[src/hw/adcif_pkg.sv]
// Package: register map, field layout and reset values of the converter interface registers
package adcif_pkg;
   localparam logic [7:0] ADDR_IRQ_FLAGS = 8'h18;
   localparam logic [7:0] ADDR_IRQ_FLAG_CLEAR = 8'h1C;
   localparam logic [7:0] ADDR_IRQ_UNMASK = 8'h20;
   localparam logic [7:0] ADDR_IRQ_MASK_OFF = 8'h24;
   localparam logic [7:0] ADDR_IRQ_MASK = 8'h28;
   localparam logic [7:0] ADDR_LAST_RESULT = 8'h2C;
   localparam logic [7:0] ADDR_CHANNELS_PRESENT = 8'h30;
   localparam logic [7:0] ADDR_MODULE_REVISION = 8'h34;
   localparam logic [7:0] ADDR_CHANNEL_ON = 8'h40;
   localparam logic [7:0] ADDR_CHANNEL_OFF = 8'h44;
   localparam logic [7:0] ADDR_CHANNEL_STATE = 8'h48;
   // Implemented interrupt sources in the flag layout
   localparam logic [31:0] IRQ_BITS = 32'h0000_7333;
   localparam int NEW_RESULT_BIT = 0;
   localparam int TAG_LSB = 16;
   localparam int TAG_W = 8;
   localparam int RESULT_W = 12;
   localparam logic [31:0] CHANNELS_PRESENT_RST = 32'h0000_03FF;
   // Revision value is arbitrary
   localparam logic [11:0] REVISION_NUMBER = 12'h001;
   localparam logic [3:0] REVISION_VARIANT = 4'h0;
   localparam logic [31:0] IRQ_MASK_RST = 32'h0000_0000;
   localparam logic [31:0] IRQ_FLAGS_RST = 32'h0000_0000;
   localparam logic [31:0] CHANNEL_STATE_RST = 32'h0000_0000;
   localparam logic [31:0] LAST_RESULT_RST = 32'h0000_0000;
endpackage

[src/hw/adcif_flag_if.sv]
// Interface: flag bank connection between the register block and its sticky flags
`timescale 1ns/1ps
interface adcif_flag_if;
   logic [31:0] set_bits;
   logic [31:0] clear_bits;
   logic [31:0] flags;
   modport owner (input set_bits, input clear_bits, output flags);
   modport user (output set_bits, output clear_bits, input flags);
endinterface

[src/hw/adcif_regs.sv]
// Top: converter interface register tail with mask, result, channel state and interrupt
`timescale 1ns/1ps
module adcif_regs #(
   parameter int NUM_CH = 10
) (
   input wire logic ref_clk,
   input wire logic rstn,
   input wire logic [7:0] addr,
   input wire logic [31:0] wdata,
   input wire logic wr_en,
   input wire logic rd_en,
   output logic [31:0] rdata,
   input wire logic conv_done,
   input wire logic [11:0] conv_value,
   input wire logic [7:0] conv_channel,
   input wire logic [31:0] status_word,
   output logic [NUM_CH-1:0] channel_enable,
   output logic irq
);
   logic [31:0] irq_mask_reg;
   logic [31:0] channel_state_reg;
   logic [11:0] result_value_reg;
   logic [7:0] result_channel_tag_reg;
   logic [31:0] status_prev_reg;
   logic [31:0] rdata_reg;
   logic [31:0] rdata_next;
   logic [31:0] ch_impl;
   logic [31:0] last_result;
   logic [31:0] module_revision;
   logic wr_unmask;
   logic wr_mask_off;
   logic wr_on;
   logic wr_off;
   logic wr_clear;

   adcif_flag_if fb ();

   adcif_flags #(
      .IMPL(adcif_pkg::IRQ_BITS)
   ) u_flags (
      .ref_clk(ref_clk),
      .rstn(rstn),
      .fb(fb)
   );

   ////////////////////////////////////////////////////////////////////////////////
   // Write decode
   assign wr_unmask = wr_en && (addr == adcif_pkg::ADDR_IRQ_UNMASK);
   assign wr_mask_off = wr_en && (addr == adcif_pkg::ADDR_IRQ_MASK_OFF);
   assign wr_on = wr_en && (addr == adcif_pkg::ADDR_CHANNEL_ON);
   assign wr_off = wr_en && (addr == adcif_pkg::ADDR_CHANNEL_OFF);
   assign wr_clear = wr_en && (addr == adcif_pkg::ADDR_IRQ_FLAG_CLEAR);
   // Ten inputs, positions 0 to 9 all present
   assign ch_impl = adcif_pkg::CHANNELS_PRESENT_RST;

   ////////////////////////////////////////////////////////////////////////////////
   // Interrupt mask
   always_ff @(posedge ref_clk or negedge rstn) begin
      if (!rstn) begin
         irq_mask_reg <= adcif_pkg::IRQ_MASK_RST;
      end else if (wr_unmask) begin
         irq_mask_reg <= irq_mask_reg | (wdata & adcif_pkg::IRQ_BITS);
      end else if (wr_mask_off) begin
         irq_mask_reg <= irq_mask_reg & ~wdata;
      end
   end

   ////////////////////////////////////////////////////////////////////////////////
   // Channel state; software must not disable mid-conversion
   always_ff @(posedge ref_clk or negedge rstn) begin
      if (!rstn) begin
         channel_state_reg <= adcif_pkg::CHANNEL_STATE_RST;
      end else if (wr_on) begin
         channel_state_reg <= channel_state_reg | (wdata & ch_impl);
      end else if (wr_off) begin
         channel_state_reg <= channel_state_reg & ~wdata;
      end
   end
   assign channel_enable = channel_state_reg[NUM_CH-1:0];

   ////////////////////////////////////////////////////////////////////////////////
   // Last result capture
   always_ff @(posedge ref_clk or negedge rstn) begin
      if (!rstn) begin
         result_value_reg <= adcif_pkg::LAST_RESULT_RST[11:0];
         result_channel_tag_reg <= adcif_pkg::LAST_RESULT_RST[23:16];
      end else if (conv_done) begin
         result_value_reg <= conv_value;
         result_channel_tag_reg <= conv_channel;
      end
   end
   assign last_result = {8'h00, result_channel_tag_reg, 4'h0, result_value_reg};
   assign module_revision = {12'h000, adcif_pkg::REVISION_VARIANT, 4'h0, adcif_pkg::REVISION_NUMBER};

   ////////////////////////////////////////////////////////////////////////////////
   // Flag sources: status rises, and conversion completion
   always_ff @(posedge ref_clk or negedge rstn) begin
      if (!rstn) begin
         status_prev_reg <= 32'h0000_0000;
      end else begin
         status_prev_reg <= status_word;
      end
   end
   always_comb begin
      fb.set_bits = status_word & ~status_prev_reg;
      fb.set_bits[adcif_pkg::NEW_RESULT_BIT] = conv_done;
      fb.clear_bits = wr_clear ? wdata : 32'h0000_0000;
   end
   assign irq = |(fb.flags & irq_mask_reg);

   ////////////////////////////////////////////////////////////////////////////////
   // Read path, one cycle latency
   always_comb begin
      case (addr)
         adcif_pkg::ADDR_IRQ_FLAGS: rdata_next = fb.flags;
         adcif_pkg::ADDR_IRQ_MASK: rdata_next = irq_mask_reg;
         adcif_pkg::ADDR_LAST_RESULT: rdata_next = last_result;
         adcif_pkg::ADDR_CHANNELS_PRESENT: rdata_next = ch_impl;
         adcif_pkg::ADDR_MODULE_REVISION: rdata_next = module_revision;
         adcif_pkg::ADDR_CHANNEL_STATE: rdata_next = channel_state_reg;
         default: rdata_next = 32'h0000_0000;
      endcase
   end
   always_ff @(posedge ref_clk or negedge rstn) begin
      if (!rstn) begin
         rdata_reg <= 32'h0000_0000;
      end else if (rd_en) begin
         rdata_reg <= rdata_next;
      end else begin
         rdata_reg <= 32'h0000_0000;
      end
   end
   assign rdata = rdata_reg;
endmodule

[src/hw/adcif_flags.sv]
// Sticky interrupt flag bank, set wins over clear
`timescale 1ns/1ps
module adcif_flags #(
   parameter logic [31:0] IMPL = 32'hFFFF_FFFF
) (
   input wire logic ref_clk,
   input wire logic rstn,
   adcif_flag_if.owner fb
);
   logic [31:0] flags_reg;
   always_ff @(posedge ref_clk or negedge rstn) begin
      if (!rstn) begin
         flags_reg <= adcif_pkg::IRQ_FLAGS_RST;
      end else begin
         flags_reg <= ((flags_reg & ~fb.clear_bits) | fb.set_bits) & IMPL;
      end
   end
   assign fb.flags = flags_reg;
endmodule

[config.mk]
export PLATFORM = sky130hd
export DESIGN_NAME = adcif_regs
export DESIGN_NICKNAME = d
export VERILOG_FILES = /design/src/hw/adcif_pkg.sv /design/src/hw/adcif_flag_if.sv /design/src/hw/adcif_regs.sv /design/src/hw/adcif_flags.sv
export SDC_FILE = /design/constraint.sdc
export NUM_CORES = 1
export LEC_CHECK = 0
export BUFFER_PORTS_ARGS = -buffer_cell sky130_fd_sc_hd__buf_2
export CAP_MARGIN = 20
export CELL_PAD_IN_SITES_DETAIL_PLACEMENT = 1
export CELL_PAD_IN_SITES_GLOBAL_PLACEMENT = 1
export CORE_ASPECT_RATIO = 1.25
export CORE_MARGIN = 5
export CORE_UTILIZATION = 45
export CTS_BUF_LIST = sky130_fd_sc_hd__clkbuf_16
export CTS_CLUSTER_SIZE = 16
export DETAILED_ROUTE_END_ITERATION = 10
export GPL_TIMING_DRIVEN = 0
export PLACE_DENSITY = 0.9
export SYNTH_ARGS = -nofsm -noshare
export SYNTH_HDL_FRONTEND = slang
export SYNTH_SLANG_ARGS = --single-unit
[constraint.sdc]
create_clock -name ref_clk -period 2.4 [get_ports ref_clk]
set_input_delay 0.72 -clock ref_clk [delete_from_list [all_inputs] [get_ports ref_clk]]
set_output_delay 0.72 -clock ref_clk [all_outputs]
set_load 0.005 [all_outputs]
# [Yosys cells after proc, flatten, opt, wreduce, memory -nomap -nowiden]
# Cells that the tools add are included.
[word_totals] regBits=140 in_bits=97 output_inout_bits=43 word_cells=44
[op_classes] eq_ne=11 mux=7 n_bitwise=11 reduce_logical=8
[ops] cell="$pmux W32 S6" n=1
[ops] cell="$mux W32" n=5
[ops] cell="$and A32 B32 Y32" n=2
[ops] cell="$eq A8 B6 Y1 const B" n=6
[ops] cell="$and A15 B32 Y32" n=1
[ops] cell="$not A32 Y32" n=1
[ops] cell="$or A32 B10 Y32" n=1
[ops] cell="$or A32 B15 Y32" n=1
[ops] cell="$reduce_or A32 Y1" n=1
[ops] cell="$and A15 B15 Y15" n=2
[ops] cell="$not A15 Y15" n=2
[ops] cell="$eq A8 B7 Y1 const B" n=3
[ops] cell="$eq A8 B5 Y1 const B" n=2
[ops] cell="$mux W15" n=1
[ops] cell="$or A15 B15 Y15" n=1
[ops] cell="$logic_and A1 B1 Y1" n=5
[ops] cell="$reduce_bool A2 Y1" n=2

# [Longest topological paths before layout]
[depth] word_depth=6 ltp_mapped=7 mapped_depth_nobuf=4

# [By module]
# A second synthesis with hierarchy kept.
[unflattened] cells_unflattened=608 hier_area_um2=7046.8
[modules_own_cells] module="adcif_regs" n_inst=1 cells_per_inst=557 area_each_um2=6543.8 seq_area_each_um2=3678.5
[modules_own_cells] module="adcif_flags" n_inst=1 cells_per_inst=51 area_each_um2=503.0 seq_area_each_um2=225.2

# [Least setup slack after synthesis]
# OpenSTA, ideal clock, no wires.
[synth_path] kind="input port to flip-flop" from="in addr[7]" to="reg with a tool-made name" setup_time_ns=0.121 arrival_time_ns=1.980 required_time_ns=2.279 slack_ns=0.299 stages=7 path_buffers=3 path_cell_list="buf_2 -> nor4b_4 -> and3_1 -> buf_2 -> buf_2 -> nand2_1 -> a22o_1"
[synth_rtl] element="start: declaration" line_no="adcif_regs.sv:8" rtl="input wire logic [7:0] addr,"

# [Worst setup path after layout]
[layout_path] from="reg u_flags.flags_reg[9] (netlist: u_flags.fb.flags[9])" to="out irq"
[layout_via] elab_chain_len=2
[layout_rtl] element="start: declaration" line_no="adcif_flags.sv:10" rtl="logic [31:0] flags_reg;"
[layout_rtl] element="start signal: assignment" line_no="adcif_flags.sv:13" rtl="flags_reg <= adcif_pkg::IRQ_FLAGS_RST;"
[layout_rtl] element="start signal: assignment" line_no="adcif_flags.sv:15" rtl="flags_reg <= ((flags_reg & ~fb.clear_bits) | fb.set_bits) & IMPL;"
[layout_rtl] element="$and A15 B32 Y32" line_no="adcif_regs.sv:109" rtl="assign irq = |(fb.flags & irq_mask_reg);"
[layout_rtl] element="$reduce_or A32 Y1" line_no="adcif_regs.sv:109"
[layout_rtl] element="end: declaration" line_no="adcif_regs.sv:18" rtl="output logic irq"
# No other way between the ends.

==> reports/results.ini <==
[run_status]
status=complete, no violations

[setup_path]
ff2ff_setup_slack_ns=1.14
worstSetupPathType=reg -> out
endpoint=irq
crit_start=u_flags.fb.flags[9]
path_max_fanout=3
r2r_cells=4
cp-end-kind=output port
crit_arrival_ns=1.57
cp-start-kind=register
cp.required_ns=1.68
r2r-end=rdata[5]

[synth]
yosysTopAreaCell=dfrtp_1
synth_cells=462
yosysMostFrequentCell=dfrtp_1
ys_seq_elements=133
yosysSeqAreaShare_pct=59.5
synth.distinct_cells=45
syn_area_per_cell_um2=12.1
synth_fp_nets=559
yosysWarnings=0
synth_top_area_share_pct=59.5
synth.area.top_cells=dfrtp_1 60%, a21boi_0 6.0%, a22o_1 4.9%, mux2_2 4.8%, a22oi_1 2.4%
synth_flop_cell=dfrtp_1
async_reset_ff_share_pct=100
synth_area_um2=5590
synthTopCellsByCount=133 x dfrtp_1, 45 x a21boi_0, 36 x nand2_1, 31 x a22o_1, 24 x mux2_2
synth_edf_count=0

[drt]
drtPass1Iterations=5
num_vias=4515
wire_per_inst_um=23.4
final_antenna_net_count=0
viasPerCell=5.83
route.detailed.drc=0
drt_iter0_drc=261
wirelength_um=18100

[clock_tree]
numCtsBuffers=17
clk_latency_ns=0.42
cts_tree=yes
clockBufferDepth=2
clkTransAtPathRegs_ns=0.06
htreeDepth=4
root_buffer=clkbuf_16
cts.sinks=133

[floorplanning]
die-width_um=110
core_um2=12200
ios=140
rows=45
die_y_um=135
start_util_pct=46.0
die_area_um2=14800

[timing]
slew_headroom_pct=48.7
worst_slew_pin_slew_ns=0.770
setup_viol_count_final=0
hold_viol=0
fin_tns_setup_ns=0
clock_skew_ns=0.00993
rsz0062_at_grt=false
finalCritPeriodShare_pct=95.3
min_period_ns=2.29
slew_violations=0
max_freq_mhz=437

[grt]
grt_use_met3_pct=5.26
grt_busiest_layer=met2
grt_pass1_wl_um=28300
gr-total-overflow=0
antenna_found_initial=1
grt_start_max_net_pins=74
grt_pass1_vias=5022
grt_use_met2_pct=43.8
groute.usage.overall_pct=25.7
grtUsageMet1_pct=29.9

[placement]
dp.final_hpwl_um=11600
routabilityCongestion=0.799
io_buffers=112

[cells_and_area]
fin_nets=693
fillers=1311
syn_to_final_growth_pct=26.0
drive_above_1_share_pct=34.6
multi_input_area_um2=2020
fin_util_pct=58.0
seqCellArea_um2=3330

[power_and_ir_drop]
power_density_nw_per_um2=773
leakagePower_nw=3.29
vdd_drop_max_uv=484
power.total_mw=5.45

[flow_run]
cap_violations=0

[worst_hold_path]
hp-class=in -> async

[layout by cell type, fill, tap and decap left out, types with 12 or more instances in the layout]
cell type | synthesis | layout
clkbuf_16 | 0 | 17
a22oi_1 | 18 | 18
dfrtp_1 | 133 | 133
a22o_1 | 31 | 31
a21oi_1 | 12 | 12
buf_2 | 13 | 124
nand2_1 | 36 | 36
nor2_1 | 19 | 19
inv_1 | 11 | 12
a21boi_0 | 45 | 45
clkbuf_1 | 14 | 12
buf_4 | 12 | 15
mux2_2 | 24 | 24
[metal layers]
| metal | part of all wire, % | routed length [um] |
|---|---|---|
| met1 | 37 | 6780 |
| met2 | 53 | 9550 |
| met3 | 5.1 | 933 |
| met4 | 4.7 | 855 |
| met5 | 0 | 0 |
[cells by family (layout without fill, tap and decap cells)]
kind of cell           Yosys count  count (layout)  synth area share [%]
AND/OR/NAND/NOR                108             108                  11.1
AO/OA/AOI/OAI                  141             141                  19.2
buffers and inverters           52             199                  4.74
other                            0               1                     0
flip-flops                     133             133                  59.5
multiplexers                    28              28                  5.55
[critical path: stages (launching register included)]
cell and delay (ns):
dfrtp_1 0.41, a22o_1 0.27, a221oi_2 0.18, nand3_1 0.13
buf_2 0.16
[where the power goes]
| group | leakage [nW] | total (mW) | switching [mW] | internal, mW |
|---|---|---|---|---|
| Combinational | 1.25 | 0.352 | 0.198 | 0.154 |
| Clock | 0.296 | 2.76 | 1.03 | 1.73 |
| Sequential | 1.74 | 2.34 | 0.0401 | 2.30 |
| Total | 3.29 | 5.45 | 1.27 | 4.18 |
[timing repair]
item | in CTS | in global routing
resized for setup | 0 | 5
setup buffers | 0 | 3
setup endpoints to repair | 0 | 24
hold buffers | 0 | 0
[layout make-up]
cell class | count | area share (%)
sequential | 133 | 47.2
multi-input combinational | 277 | 28.7
timing repair buffer | 116 | 8.75
clock buffer | 17 | 6.04
buffer | 40 | 3.14
tap | 164 | 2.91
clock inverter | 15 | 2.65
inverter | 11 | 0.586
antenna | 1 | 0.0355
[per-stage QoR]
step                hold slack, ns  std cells  setup WS (ns)  cell area, um^2
CTS                          0.293        771         0.0442             7000
floorplan                    0.424        462          0.299             5590
global placement             0.490        738          -1.06             6360
global route                 0.318        774         0.0421             7050
detailed placement           0.492        739         -0.322             6390
finish                       0.276        774          0.114             7050
[how the worst min path moves through the flow]
stage	cells past startpoint	startpoint	endpoint	slack, ns
final	1	rstn	rdata[11]	0.28
after global routing	1	rstn	rdata[11]	0.32
after CTS	1	rstn	rdata[11]	0.29
after detailed placement	1	result_value_reg[11]	result_value_reg[11]	0.49
after global placement	1	result_value_reg[5]	result_value_reg[5]	0.49
after floorplan	0	rstn	async pin	0.42
(Power assumes the default switching activity.)
